--- config.mk ---
export PLATFORM = sky130hd
export DESIGN_NAME = touch_converter_scan
export DESIGN_NICKNAME = d
export VERILOG_FILES = /design/src/hw/touch_converter_pkg.sv /design/src/hw/touch_converter_scan.sv
export VERILOG_INCLUDE_DIRS = /design/src /design/src/hw
export SDC_FILE = /design/constraint.sdc
export NUM_CORES = 1
export LEC_CHECK = 0
export ABC_CLOCK_PERIOD_IN_PS = 3900
export BUFFER_PORTS_ARGS = -buffer_cell sky130_fd_sc_hd__buf_2
export CORE_MARGIN = 3
export CORE_UTILIZATION = 35
export DETAILED_ROUTE_END_ITERATION = 10
export PLACE_DENSITY = 0.67
export SETUP_SLACK_MARGIN = 0.3
export SYNTH_ARGS = -nofsm -noshare
export SYNTH_HDL_FRONTEND = slang
export SYNTH_SLANG_ARGS = --single-unit
--- constraint.sdc ---
create_clock -name ref_clk_i -period 3.9 [get_ports ref_clk_i]
set_input_delay 0.78 -clock ref_clk_i [delete_from_list [all_inputs] [get_ports ref_clk_i]]
set_output_delay 0.78 -clock ref_clk_i [all_outputs]
set_load 0.03 [all_outputs]
--- src/hw/touch_converter_params.svh ---
/*
  Register offsets, pages, field positions, reset values and mode codes
  for the touch converter scan/compare/pin-watch block.
  Assumes inclusion by bare name from the scan design file; the package does not include it.
*/
`ifndef TOUCH_CONVERTER_PARAMS_SVH
`define TOUCH_CONVERTER_PARAMS_SVH

`define PAGE_MAIN 8'h00
`define PAGE_AUX 8'h0F

`define OFS_SCAN_FIRST 8'h92
`define OFS_SCAN_LAST 8'h93
`define OFS_THR_LOW 8'h96
`define OFS_THR_HIGH 8'h97
`define OFS_PIN_WATCH 8'h9F
`define OFS_RESULT_LOW 8'hA9

`define RST_BYTE 8'h00
`define RST_CHAN 6'h00

`define BIT_WATCH_UART 7
`define BIT_WATCH_SPI 6
`define BIT_WATCH_SMBUS 5
`define BIT_WATCH_CNT_ARRAY 4
`define BIT_WATCH_PORT_WR 3
`define BIT_WATCH_CMP 2

`define TRIG_SINGLE 3'h0
`define TRIG_CONT 3'h6
`define TRIG_AUTOSCAN 3'h7

`define RETRY_LIMIT_TWICE 3'h2
`define RETRY_LIMIT_FOUR 3'h4

`endif

--- src/hw/touch_converter_pkg.sv ---
/*
  Types shared by the touch converter block.
  Needs nothing on the include path; the params header is not used here.
*/
package touch_converter_pkg;
  typedef logic [5:0] channel_t;
  typedef enum logic [1:0] {
    RETRY_ALWAYS = 2'h0,
    RETRY_TWICE = 2'h1,
    RETRY_FOUR = 2'h2,
    RETRY_RSVD = 2'h3
  } retry_policy_t;
endpackage : touch_converter_pkg

--- src/hw/touch_converter_scan.sv ---
/*
  Touch converter register slice: result low byte, auto-scan channel range,
  comparator threshold and the pin-watch retry unit.
  Assumes an 8-bit paged SFR port from the core, single-cycle strobes, and an
  analog converter that pulses conv_done_i / bit_cycle_i on ref_clk_i.
*/
// Notes on behaviour
// - result low byte is read-only, low eight bits of last result, resets zero
// - scan first field bits 5:0 picks first channel during auto-scan
// - writing scan first during auto-scan also loads channel select
// - scan last field bits 5:0 picks last channel during auto-scan
// - first and last fields accept every channel-select code
// - bits 7:6 of channel registers read zero, writes ignored
// - threshold high byte is read-write, upper eight threshold bits
// - threshold low byte is read-write, lower eight threshold bits
// - watch bit 7 monitors uart transmit pin changes during conversion
// - watch bit 6 monitors spi output pin changes during conversion
// - watch bit 5 monitors smbus pin changes during conversion
// - watch bit 4 monitors counter array output changes during conversion
// - watch bit 3 treats any port latch write during conversion as an event
// - watch bit 2 monitors synchronous analog comparator output changes
// - retry policy bits 1:0 choose reaction to monitored changes
// - policy zero retries every affected bit cycle, unlimited
// - policy one retries at most twice over consecutive bit cycles
// - policy two retries at most four times; policy three reserved
// - sticky pin event flag set on any retry, software clears
// - enabled comparator sets flag when result exceeds threshold
// - trigger mode 111 enables auto-scan, back-to-back after busy write
`timescale 1ns/1ps
`default_nettype none
`include "touch_converter_params.svh"

module touch_converter_scan
  import touch_converter_pkg::*;
#(
  parameter int SPI_W = 3,
  parameter int SMB_W = 2,
  parameter int CNT_W = 3
) (
  input wire logic ref_clk_i,
  input wire logic arst_n_i,
  input wire logic [7:0] sfr_addr_i,
  input wire logic [7:0] sfr_page_i,
  input wire logic sfr_wr_i,
  input wire logic sfr_rd_i,
  input wire logic [7:0] sfr_wdata_i,
  output logic [7:0] sfr_rdata_o,
  input wire logic [2:0] conversion_trigger_mode_i,
  input wire logic busy_wr_one_i,
  input wire logic cmp_enable_i,
  input wire logic cmp_flag_clr_i,
  input wire logic pin_event_clr_i,
  input wire logic channel_select_wr_i,
  input wire logic [5:0] channel_select_wdata_i,
  input wire logic conv_done_i,
  input wire logic [15:0] conv_result_i,
  input wire logic bit_cycle_i,
  input wire logic uart_tx_i,
  input wire logic [SPI_W-1:0] spi_out_i,
  input wire logic [SMB_W-1:0] smbus_i,
  input wire logic [CNT_W-1:0] counter_array_out_i,
  input wire logic port_latch_wr_i,
  input wire logic comparator_sync_i,
  output logic conversion_in_progress_o,
  output logic [5:0] channel_select_o,
  output logic threshold_exceeded_flag_o,
  output logic pin_event_flag_o,
  output logic retry_o
);

  localparam int MON_W = 2 + SPI_W + SMB_W + CNT_W;

  logic [7:0] result_low_r;
  channel_t scan_first_r, scan_last_r, channel_r;
  logic [7:0] thr_low_r, thr_high_r, pin_watch_r, rdata_r;
  logic busy_r, cmp_flag_r, pin_flag_r, retry_r, pending_r;
  logic [2:0] retry_cnt_r;
  logic [MON_W-1:0] mon_prev_r;

  // address decode
  wire page_main = (sfr_page_i == `PAGE_MAIN);
  wire page_aux = (sfr_page_i == `PAGE_AUX);
  wire sel_first = page_aux && (sfr_addr_i == `OFS_SCAN_FIRST);
  wire sel_last = page_aux && (sfr_addr_i == `OFS_SCAN_LAST);
  wire sel_watch = page_aux && (sfr_addr_i == `OFS_PIN_WATCH);
  wire sel_thl = page_main && (sfr_addr_i == `OFS_THR_LOW);
  wire sel_thh = page_main && (sfr_addr_i == `OFS_THR_HIGH);
  wire sel_res = page_main && (sfr_addr_i == `OFS_RESULT_LOW);
  wire wr_first = sfr_wr_i && sel_first;
  wire wr_last = sfr_wr_i && sel_last;
  wire wr_watch = sfr_wr_i && sel_watch;
  wire wr_thl = sfr_wr_i && sel_thl;
  wire wr_thh = sfr_wr_i && sel_thh;

  wire [15:0] threshold = {thr_high_r, thr_low_r};
  wire autoscan = (conversion_trigger_mode_i == `TRIG_AUTOSCAN);
  wire continuous = autoscan || (conversion_trigger_mode_i == `TRIG_CONT);
  wire start_ok = continuous || (conversion_trigger_mode_i == `TRIG_SINGLE);
  retry_policy_t policy;
  assign policy = retry_policy_t'(pin_watch_r[1:0]);

  // reserved bits come back as zero because only six bits are stored
  wire [7:0] rd_mux =
    sel_first ? {2'h0, scan_first_r} :
    sel_last ? {2'h0, scan_last_r} :
    sel_watch ? pin_watch_r :
    sel_thl ? thr_low_r :
    sel_thh ? thr_high_r :
    sel_res ? result_low_r :
    8'h00;

  // pin monitor: per-source change detect, gated by enables
  wire [MON_W-1:0] mon_now = {uart_tx_i, spi_out_i, smbus_i, counter_array_out_i,
                              comparator_sync_i};
  wire [MON_W-1:0] mon_chg = mon_now ^ mon_prev_r;
  wire [MON_W-1:0] mon_en = {pin_watch_r[`BIT_WATCH_UART],
                             {SPI_W{pin_watch_r[`BIT_WATCH_SPI]}},
                             {SMB_W{pin_watch_r[`BIT_WATCH_SMBUS]}},
                             {CNT_W{pin_watch_r[`BIT_WATCH_CNT_ARRAY]}},
                             pin_watch_r[`BIT_WATCH_CMP]};
  wire port_evt = pin_watch_r[`BIT_WATCH_PORT_WR] && port_latch_wr_i;
  wire mon_event = busy_r && ((|(mon_chg & mon_en)) || port_evt);
  wire pend_now = pending_r || mon_event;

  wire [2:0] retry_limit =
    (policy == RETRY_TWICE) ? `RETRY_LIMIT_TWICE :
    (policy == RETRY_FOUR) ? `RETRY_LIMIT_FOUR :
    3'h0;
  // reserved policy issues no retries rather than guessing a limit
  wire retry_allowed = (policy == RETRY_ALWAYS) || (retry_cnt_r < retry_limit);
  wire retry_fire = busy_r && bit_cycle_i && pend_now && retry_allowed;

  // busy and auto-scan stepping
  wire start = busy_wr_one_i && start_ok;
  wire busy_nxt = start ? 1'b1 :
                  (conv_done_i && !continuous) ? 1'b0 : busy_r;
  wire step = conv_done_i && busy_r && autoscan;
  wire [5:0] chan_inc = channel_r + 6'h01;
  wire [5:0] channel_nxt =
    channel_select_wr_i ? channel_select_wdata_i :
    (wr_first && autoscan) ? sfr_wdata_i[5:0] :
    !step ? channel_r :
    (channel_r == scan_last_r) ? scan_first_r : chan_inc;
  wire cmp_hit = conv_done_i && cmp_enable_i && (conv_result_i > threshold);
  // unlimited policy leaves the count alone, so a later switch to a limit never starts above it
  wire [2:0] cnt_nxt = !busy_r ? 3'h0 :
                       (retry_fire && policy != RETRY_ALWAYS) ? retry_cnt_r + 3'h1 :
                       (bit_cycle_i && !pend_now) ? 3'h0 : retry_cnt_r;

  always_ff @(posedge ref_clk_i or negedge arst_n_i) begin
    if (!arst_n_i) begin
      scan_first_r <= `RST_CHAN;
      scan_last_r <= `RST_CHAN;
      thr_low_r <= `RST_BYTE;
      thr_high_r <= `RST_BYTE;
      pin_watch_r <= `RST_BYTE;
      rdata_r <= `RST_BYTE;
    end else begin
      if (wr_first) scan_first_r <= sfr_wdata_i[5:0];
      if (wr_last) scan_last_r <= sfr_wdata_i[5:0];
      if (wr_thl) thr_low_r <= sfr_wdata_i;
      if (wr_thh) thr_high_r <= sfr_wdata_i;
      if (wr_watch) pin_watch_r <= sfr_wdata_i;
      if (sfr_rd_i) rdata_r <= rd_mux;
    end
  end

  always_ff @(posedge ref_clk_i or negedge arst_n_i) begin
    if (!arst_n_i) begin
      result_low_r <= `RST_BYTE;
      channel_r <= `RST_CHAN;
      busy_r <= 1'b0;
      cmp_flag_r <= 1'b0;
    end else begin
      if (conv_done_i) result_low_r <= conv_result_i[7:0];
      channel_r <= channel_nxt;
      busy_r <= busy_nxt;
      // set beats a clear landing in the same cycle
      cmp_flag_r <= cmp_hit || (cmp_flag_r && !cmp_flag_clr_i);
    end
  end

  always_ff @(posedge ref_clk_i or negedge arst_n_i) begin
    if (!arst_n_i) begin
      mon_prev_r <= '0;
      pending_r <= 1'b0;
      retry_cnt_r <= 3'h0;
      retry_r <= 1'b0;
      pin_flag_r <= 1'b0;
    end else begin
      mon_prev_r <= mon_now;
      pending_r <= busy_r && !bit_cycle_i && pend_now;
      retry_cnt_r <= cnt_nxt;
      retry_r <= retry_fire;
      pin_flag_r <= retry_fire || (pin_flag_r && !pin_event_clr_i);
    end
  end

  assign sfr_rdata_o = rdata_r;
  assign conversion_in_progress_o = busy_r;
  assign channel_select_o = channel_r;
  assign threshold_exceeded_flag_o = cmp_flag_r;
  assign pin_event_flag_o = pin_flag_r;
  assign retry_o = retry_r;
endmodule : touch_converter_scan
`default_nettype wire

==> reports/qor.csv, run 1 <==
metric,value,unit
status,completed,
critical path type,in2reg,
PwrDens,379,mW/mm²
Antenna Nets Post-Route,0,
Cells after Synth,398,
Slew headroom,36.4,%
Post-CTS Resized,0,
CTS root buf,clkbuf_16,
Max-Cap Viols,0,
Synth top area share,45.1,%
port buffer count,88,
Simple-Gate Fraction of Synth Area,16.0,%
chip height,116,µm
routability cong.,0.867,
worst vdd ir,0.000200,V
worst path required time,4110,ps
Syn Nets,488,
Post-synth EDFFs,0,
Pre-antenna DRT Iters,4,
area delta synth->final,20.5,%
Initial DRC Count,207,
largest net degree at the start of global routing,77,
main combinational cell family by area after synthesis,simple AND/OR/NAND/NOR gates,
fin. max-slew vios,0,
Worst setup EP type,register,
Slew @ Worst Pin,954,ps
RSZ-0062 raised after global routing,no,
Adder-Cell Fraction of Synth Area,5.63,%
Starting Density,36.3,%
Die ar.,0.0134,mm²
post-synthesis compound-gate area fraction,15.2,%
worst skew pair latency,340,ps
Std-Cell Rows,39,
Worst setup SP type,input pin,
first-pass GRT wire length,18300,µm
Via density,5.39,
Synth warnings,0,
total wire length,11500,µm
Sw Pwr,493,µW
"count leader, synth",dfrtp_1,
I/O pin count,89,
commonest cells in the netlist,"dfrtp_1 (76), nand2_1 (28), inv_1 (26), a21oi_1 (23), o21ai_0 (21)",
vias in the first global route,3352,
post-synthesis xor/xnor area fraction,4.15,%
worst hold path class,reg2reg,
hold path cells,2,
core outline area,0.0116,mm²
register bit total from synthesis,76,
final setup fails,0,
initial antenna violation count,0,
final count of hold timing violations,0,
Leak,2.39,nW
CTS Buf Count,9,
Fin Clk Skew,8.89,ps
post-synthesis mux area share,10.4,%
"Reg clk slew, reported paths",60,ps
chip width,116,µm
achievable frequency,427,MHz
post-CTS setup buffers,0,
min Tclk post-route,2340,ps
grt ovf,0,
most area-hungry cell type in the Yosys netlist,dfrtp_1,
# hold bufs at CTS,0,
Fill cells,1124,
Setup TNS,0,ps
Mapped Area,0.00422,mm²
register area share after synthesis,45.1,%
Synth cell types,65,
Synth async-reset ratio,100,%
Combinational Power Share,12.8,%
Clock Power Share,43.0,%
CP arrival,2550,ps
fin cells,636,
"top cells by area, synth","dfrtp_1 (45%), ha_1 (5.6%), mux2_1 (4.3%)",
Synth Flop Type,dfrtp_1,
period utilisation layout,60.1,%
Register-to-Register Path Depth,6,
htree depth,3,
Detailed Place HPWL,9000,µm
syn avg cell area,10.6,µm²
Placed Cells,620,
Sw Share,25.6,%
GRT Resource Usage Total,17.7,%
Layout Nets,578,
Flop pwr share,44.2,%
TritonCTS clock tree,yes,
"Max FO, Critical Path",8,
ant diodes,0,
final total power,1.93,mW
vias,3430,
DRC Markers,0,
fraction of layout cells with a size suffix above 1,29.0,%
Clock Sinks,76,
buffer levels on the longest clock path,2,
Routed WL per cell,18.2,µm
internal power,1.43,mW
-- worst max-delay path: stages --
cell and delay (ps):
buf_2 120, nor4_4 380, nand4_1 210, nor2_2 300, and2_1 400, mux2_1 360
-- placed cells by master (no fill, tap or decap), types with 5 or more instances in the layout --
cell type and instances:
buf_2 87, dfrtp_1 76, nand2_1 28, inv_1 26
a21oi_1 23, o21ai_0 21, ha_1 19, nor2_1 18
mux2_1 16, xor2_1 15, mux2_2 15, nand4_1 12
a21o_1 11, clkbuf_16 9, nor2b_1 7, o22ai_1 7
o31ai_1 6, a32oi_1 6, o21ai_1 5, xnor2_1 5
a211oi_1 5
-- cells by family (layout without fill, tap and decap cells) --
| group | count (synthesis) | in the layout |
|---|---|---|
| and+or+nand+nor | 111 | 111 |
| AOI/OAI and AO/OA | 99 | 99 |
| DFF | 76 | 76 |
| muxes | 38 | 38 |
| buffers and inverters | 35 | 130 |
| xor gates and xnor gates | 20 | 20 |
| adders and majority gates | 19 | 19 |
-- registers in the layout, indices dropped and copies added, names as in the netlist, 3 cells and up --
signal,count
channel_select_o,6
scan_last_r,6
scan_first_r,6
mon_prev_r,10
thr_high_r,8
pin_watch_r,8
thr_low_r,8
retry_cnt_r,3
sfr_rdata_o,8
result_low_r,8
-- worst paths after layout --
check                               startpoint             endpoint  slack, ps
setup / recovery                 sfr_page_i[5]       pin_watch_r[1]       1560
setup reg to reg           channel_select_o[1]  channel_select_o[2]       1810
hold reg to reg                 sfr_rdata_o[7]       sfr_rdata_o[7]        520
hold / removal                  sfr_rdata_o[7]       sfr_rdata_o[7]        520
max in group asynchronous             arst_n_i       retry_cnt_r[0]       2690
min in group asynchronous             arst_n_i  channel_select_o[4]        590
-- metal layers --
| layer | share of wire (%) | vias up | global-route usage (%) |
|---|---|---|---|
| met3 | 6.9 | 13 | 3.45 |
| met4 | 1.4 | 0 | 5.65 |
| met5 | 0 | - | 0 |
| met2 | 48 | 117 | 28.4 |
| met1 | 44 | 1672 | 24.3 |
| li1 | - | 1628 | - |
-- layout make-up --
type | count | area (µm²) | area share [%]
clock buffers | 12 | 246 | 4.85
clock inverters | 4 | 48.8 | 0.960
multi-input cells | 287 | 2170 | 42.6
well taps | 143 | 179 | 3.52
flip-flops and latches | 76 | 1900 | 37.4
inverters | 26 | 97.6 | 1.92
repair buffers | 88 | 443 | 8.71
-- stage by stage --
| stage | util, % | hold slack [ps] | area [µm²] | worst slack, ps |
|---|---|---|---|---|
| 3_5_place_dp | 41.2 | 511 | 4790 | 1230 |
| 3_3_place_gp | 41.2 | 498 | 4790 | 1340 |
| 4_1_cts | 43.8 | 524 | 5080 | 1580 |
| 5_1_grt | 43.8 | 548 | 5080 | 1470 |
| 6_report | 43.8 | 515 | 5080 | 1560 |
| 2_1_floorplan | - | 468 | 4220 | 1700 |
-- power by group through the flow --
stage / registers [mW] / logic, mW / clock network (mW)
6_report: 0.850 / 0.247 / 0.828
5_1_grt: 0.854 / 0.274 / 0.880
4_1_cts: 0.851 / 0.250 / 0.836
3_5_place_dp: 0.865 / 0.249 / 0
3_3_place_gp: 0.864 / 0.241 / 0
2_1_floorplan: 0.886 / 0.107 / 0
Note: power is estimated with default switching activity, not from simulation.
==> run 2, diff against run 1 <==
--- a/config.mk
+++ b/config.mk
@@ -6,7 +6,7 @@
 export SDC_FILE = /design/constraint.sdc
 export NUM_CORES = 1
 export LEC_CHECK = 0
-export ABC_CLOCK_PERIOD_IN_PS = 3900
+export ABC_CLOCK_PERIOD_IN_PS = 2400
 export BUFFER_PORTS_ARGS = -buffer_cell sky130_fd_sc_hd__buf_2
 export CORE_MARGIN = 3
 export CORE_UTILIZATION = 35
==> constraint.sdc (replaced) <==
create_clock -name ref_clk_i -period 2.4 [get_ports ref_clk_i]
set_input_delay 0.48 -clock ref_clk_i [delete_from_list [all_inputs] [get_ports ref_clk_i]]
set_output_delay 0.48 -clock ref_clk_i [all_outputs]
set_load 0.03 [all_outputs]
==> run 2 against run 1 <==
Non-clock buffer count rose by 6; flip-flop and latch count did not move; critical endpoint is now channel_select_o[2]; register-to-register slack lost 1400 ps; via count is 0.44% lower; wire length shrank 2.8%; clock-buffer cell count shrank 1; worst hold slack lost 410 ps.
==> reports/qor.csv, run 2 (synthesis results as in run 1) <==
metric,value,unit,change
max FFs per register,10,,unchanged
Layout Nets,584,,was 578
Post-CTS Resized,0,,unchanged
fraction of layout cells with a size suffix above 1,30.3,%,was 29.0%
Pre-antenna DRT Iters,4,,unchanged
Routed WL per cell,17.5,µm,was 18.2 µm
Die ar.,0.0134,mm²,unchanged
first-pass GRT wire length,17900,µm,was 18300 µm
Antenna Nets Post-Route,0,,unchanged
Max-Cap Viols,0,,unchanged
total wire length,11200,µm,was 11500 µm
CTS Buf Count,9,,unchanged
Via density,5.32,,was 5.39
"Max FO, Critical Path",6,,was 8
chip width,116,µm,unchanged
worst hold path class,in2async,,was reg2reg
worst vdd ir,0.000446,V,was 0.000200 V
Leak,2.43,nW,was 2.39 nW
Initial DRC Count,263,,was 207
final setup fails,0,,unchanged
status,completed,,unchanged
routability cong.,0.929,,was 0.867
Detailed Place HPWL,9120,µm,was 9000 µm
"Reg clk slew, reported paths",60,ps,about the same
port buffer count,88,,unchanged
# hold bufs at CTS,0,,unchanged
largest net degree at the start of global routing,40,,was 77
vias,3415,,was 3430
RSZ-0062 raised after global routing,no,,unchanged
area of the multi-input gates,0.00217,mm²,unchanged
buffer levels on the longest clock path,2,,unchanged
"most common cell after layout, fill and taps aside",buf_2,,unchanged
critical path type,reg2reg,,was in2reg
CTS root buf,clkbuf_16,,unchanged
Most Crowded Layer GR,met2,,unchanged
Worst setup EP type,register,,unchanged
core outline area,0.0116,mm²,unchanged
M3 GR Usage,3.08,%,was 3.45%
final count of hold timing violations,0,,unchanged
area delta synth->final,22.2,%,was 20.5%
htree depth,3,,unchanged
Fin Clk Skew,6.39,ps,was 8.89 ps
most used cells in the layout excluding fill and tap cells,"buf_2 (87), dfrtp_1 (76), nand2_1 (28)",,unchanged
Post-Place Setup Slack,159,ps,was 1230 ps
min Tclk post-route,1960,ps,
M2 GR Usage,28.2,%,was 28.4%
period utilisation layout,81.8,%,
largest register by flop count,mon_prev_r,,unchanged
Sequential Area,0.00190,mm²,unchanged
Std-Cell Rows,39,,unchanged
ant diodes,0,,unchanged
met1 global-route usage,23.7,%,was 24.3%
Setup TNS,0,ps,unchanged
worst skew pair latency,330,ps,was 340 ps
PwrDens,615,mW/mm²,was 379 mW/mm²
chip height,116,µm,unchanged
Slew headroom,66.3,%,was 36.4%
CP arrival,2160,ps,was 2550 ps
fin. max-slew vios,0,,unchanged
Slew @ Worst Pin,506,ps,was 954 ps
post-CTS setup buffers,0,,unchanged
Fill cells,1099,,was 1124
worst path required time,2600,ps,was 4110 ps
initial antenna violation count,0,,unchanged
TritonCTS clock tree,yes,,unchanged
grt ovf,0,,unchanged
Clock Sinks,76,,unchanged
final worst slack,438,ps,was 1560 ps
vias in the first global route,3406,,was 3352
GRT Resource Usage Total,17.5,%,was 17.7%
I/O pin count,89,,unchanged
DRC Markers,0,,unchanged
achievable frequency,510,MHz,
Worst setup SP type,register,,was input pin
Starting Density,36.3,%,unchanged
run 2: report_power, final:
| group | leakage [nW] | switching [mW] | total (mW) | internal [mW] |
|---|---|---|---|---|
| combinational | 1.29 | 0.234 | 0.404 | 0.170 |
| clock | 0.148 | 0.519 | 1.38 | 0.863 |
| sequential | 0.996 | 0.0550 | 1.38 | 1.33 |
| total | 2.43 | 0.807 | 3.17 | 2.36 |
run 2: layer usage:
layer,wire [µm],vias to the layer above
li1,-,1645
met1,5160,1653
met2,5280,102
met3,544,15
met4,246,0
met5,0,-
run 2: area by class of cell:
type	instances	share of cell area (%)
inverter	26	1.89
clock inverter	5	1.14
timing repair buffer	94	9.70
tap	143	3.47
multi-input combinational	287	42.0
sequential	76	36.9
clock buffer	11	4.90
run 2: path summary, 6_finish.rpt:
| path | startpoint | slack (ps) | depth (start not counted) | endpoint |
|---|---|---|---|---|
| max | channel_select_o[1] | 440 | 6 | channel_select_o[2] |
| max reg2reg | channel_select_o[1] | 440 | 6 | channel_select_o[2] |
| min reg2reg | sfr_rdata_o[7] | 520 | 2 | sfr_rdata_o[7] |
| max in group asynchronous | arst_n_i | 1710 | 2 | thr_high_r[5] |
| min in group ref_clk_i | counter_array_out_i[1] | 280 | 1 | mon_prev_r[2] |
| min | arst_n_i | 110 | 1 | channel_select_o[2] |
run 2: metrics by stage:
stage	total power, mW	cells	instance area [µm²]	hold WS (ps)	util [%]
6_report	3.17	642	5160	110	44.4
5_1_grt	3.30	642	5160	148	44.4
4_1_cts	3.20	642	5160	124	44.4
3_5_place_dp	1.81	626	4850	481	41.7
3_3_place_gp	1.80	626	4850	472	41.7
2_1_floorplan	1.61	398	4220	184	-
run 2: worst max-delay path, stage by stage (launching register included):
cell,delay [ps]
dfrtp_1,440
xor2_1,170
nor4_2,300
nand3_2,220
mux2_2,320
a211oi_1,260
o31ai_1,120
==> run 3, diff against run 2 <==
--- a/config.mk
+++ b/config.mk
@@ -6,12 +6,12 @@
 export SDC_FILE = /design/constraint.sdc
 export NUM_CORES = 1
 export LEC_CHECK = 0
-export ABC_CLOCK_PERIOD_IN_PS = 2400
+export ABC_CLOCK_PERIOD_IN_PS = 1800
 export BUFFER_PORTS_ARGS = -buffer_cell sky130_fd_sc_hd__buf_2
 export CORE_MARGIN = 3
 export CORE_UTILIZATION = 35
 export DETAILED_ROUTE_END_ITERATION = 10
-export PLACE_DENSITY = 0.67
+export PLACE_DENSITY = 0.69
 export SETUP_SLACK_MARGIN = 0.3
 export SYNTH_ARGS = -nofsm -noshare
 export SYNTH_HDL_FRONTEND = slang
==> constraint.sdc (replaced) <==
create_clock -name ref_clk_i -period 1.8 [get_ports ref_clk_i]
set_input_delay 0.36 -clock ref_clk_i [delete_from_list [all_inputs] [get_ports ref_clk_i]]
set_output_delay 0.36 -clock ref_clk_i [all_outputs]
set_load 0.03 [all_outputs]
==> run 3 against run 2 <==
The run now ends with negative setup slack left; critical path type unchanged; power rose by 33%; die area is the same; critical endpoint is now channel_select_o[1]; worst setup slack got worse by 500 ps.
==> reports/qor.csv, run 3 (synthesis results as in run 1) <==
metric,value,unit,change
status,"complete, but fails checks",,was completed
failing checks,negative setup slack,,
worst vdd ir,0.000463,V,was 0.000446 V
CTS Buf Count,9,,unchanged
Worst setup EP type,register,,unchanged
Die ar.,0.0134,mm²,unchanged
Max-Cap Viols,0,,unchanged
port buffer count,88,,unchanged
Starting Density,36.3,%,unchanged
GRT Resource Usage Total,19.2,%,was 17.5%
DRC Markers,0,,unchanged
worst path required time,2010,ps,was 2600 ps
Initial DRC Count,261,,was 263
Post-Place Setup Slack,-239,ps,was 159 ps
achievable frequency,536,MHz,was 510 MHz
period utilisation layout,104,%,was 81.8%
PwrDens,691,mW/mm²,was 615 mW/mm²
Via density,5.39,,was 5.32
"Slowest-stage cell, CP",dfrtp_1,,unchanged
CP arrival,2080,ps,was 2160 ps
I/O pin count,89,,unchanged
WHS,152,ps,was 110 ps
"Max FO, Critical Path",4,,was 6
initial antenna violation count,0,,unchanged
Worst setup SP type,register,,unchanged
grt ovf,0,,unchanged
Post-Route M1 WL,5700,µm,was 5160 µm
worst skew pair latency,330,ps,about the same
min Tclk post-route,1860,ps,was 1960 ps
Slew headroom,68.2,%,was 66.3%
routed length on met2,6050,µm,was 5280 µm
Pre-antenna DRT Iters,5,,was 4
vias,3762,,was 3415
largest net degree at the start of global routing,36,,was 40
Fill cells,998,,was 1099
"Largest stage delay, worst path",390,ps,was 440 ps
Detailed Place HPWL,9570,µm,was 9120 µm
CP Cell Sequence,xor2_1 -> nor4_2 -> nand3_2 -> buf_6 -> mux2i_1 -> a211oi_1 -> o31a_1,,was xor2_1 -> nor4_2 -> nand3_2 -> mux2_2 -> a211oi_1 -> o31ai_1
Slew @ Worst Pin,478,ps,was 506 ps
Layout Nets,640,,was 584
final worst slack,-64.8,ps,was 438 ps
vias in the first global route,3849,,was 3406
CTS root buf,clkbuf_16,,unchanged
largest register by flop count,mon_prev_r,,unchanged
Antenna Nets Post-Route,0,,unchanged
buffer levels on the longest clock path,2,,unchanged
"delay-heaviest family, CP",simple AND/OR/NAND/NOR gates,,unchanged
Std-Cell Rows,39,,unchanged
critical path type,reg2reg,,unchanged
chip width,116,µm,unchanged
"Buf+Inv Stages, Crit Path",1,,was 0
Max Used Layer,met4,,unchanged
area delta synth->final,44.6,%,was 22.2%
ant diodes,0,,unchanged
Fin Clk Skew,6.53,ps,was 6.39 ps
final setup fails,5,,was 0
metal3 WL,638,µm,was 544 µm
most used cells in the layout excluding fill and tap cells,"buf_2 (83), dfrtp_1 (73), buf_4 (48)",,"was buf_2 (87), dfrtp_1 (76), nand2_1 (28)"
Routed WL per cell,18.1,µm,was 17.5 µm
fraction of layout cells with a size suffix above 1,51.9,%,was 30.3%
fin. max-slew vios,0,,unchanged
Clock Sinks,76,,unchanged
Final Core Density,52.5,%,was 44.4%
htree depth,3,,unchanged
"Reg clk slew, reported paths",60,ps,about the same
RSZ-0062 raised after global routing,yes,,was no
first-pass GRT wire length,19900,µm,was 17900 µm
worst hold path class,in2reg,,was in2async
max FFs per register,10,,unchanged
Leak,2.88,nW,was 2.43 nW
routability cong.,0.928,,was 0.929
total wire length,12700,µm,was 11200 µm
final count of hold timing violations,0,,unchanged
chip height,116,µm,unchanged
core outline area,0.0116,mm²,unchanged
"most common cell after layout, fill and taps aside",buf_2,,unchanged
TritonCTS clock tree,yes,,unchanged
[run 3: changes by cell type in the layout (fill, tap and decap cells not counted), sizes merged]
cell         change
buf             +54
bufinv           -1
clkbuf           -1
clkinv           +3
clkinvlp         -1
dlygate4sd3      +1
or2              +1
[run 3: what timing repair did]
action | in CTS | in global routing
setup endpoints to repair | 55 | 57
gates resized for setup | 50 | 51
hold buffers | 1 | 0
gates cloned | 1 | 0
hold endpoints to repair | 3 | 0
buffers inserted | 19 | 2
pin swaps | 28 | 19
[run 3: power by group]
| part | switching, mW | internal, mW | total [mW] |
|---|---|---|---|
| Clock | 0.730 | 0.980 | 1.71 |
| Combinational | 0.377 | 0.297 | 0.675 |
| Sequential | 0.0579 | 1.77 | 1.83 |
| Total | 1.17 | 3.05 | 4.22 |
[run 3: path summary, 6_finish.rpt]
kind | slack [ps] | from | end | cells after the start
max in group asynchronous | 720 | arst_n_i | thr_low_r[5] | 3
min in group asynchronous | 530 | arst_n_i | channel_select_o[3] | 2
worst max register to register | -60 | scan_last_r[1] | channel_select_o[1] | 7
worst max-delay path | -60 | scan_last_r[1] | channel_select_o[1] | 7
worst min register to register | 520 | sfr_rdata_o[6] | sfr_rdata_o[6] | 2
worst min-delay path | 150 | counter_array_out_i[0] | mon_prev_r[1] | 1
[run 3: layer usage]
metal  vias up  GRT usage (%)
met4         0           5.72
met3        24           3.92
li1       1760              -
met1      1861           25.9
met5         -              0
met2       117           31.3
[run 3: final cells by class]
class                      count  area (µm²)  area share, %
timing repair buffer         149        1010           16.5
sequential                    76        1910           31.2
multi-input combinational    288        2630           43.0
inverter                      26        97.6           1.60
clock buffer                  10         239           3.92
tap                          143         179           2.93
clock inverter                 6        47.5          0.779
[run 3: worst reg2reg max path, cell delays in order, from the launching register on]
cell and delay, ps:
dfrtp_1 390, xor2_1 180, nor4_2 340, nand3_2 180
buf_6 170, mux2i_1 160, a211oi_1 100, o31a_1 240
[run 3: per-stage QoR]
step | power, mW | cell area, µm² | TNS [ps] | cells
global placement | 2.45 | 5210 | -5910 | 659
CTS | 4.22 | 5860 | -383 | 696
finish | 4.22 | 6100 | -211 | 698
detailed placement | 2.47 | 5210 | -8020 | 659
floorplan | 2.16 | 4350 | -170 | 398
global route | 4.38 | 6100 | -925 | 698
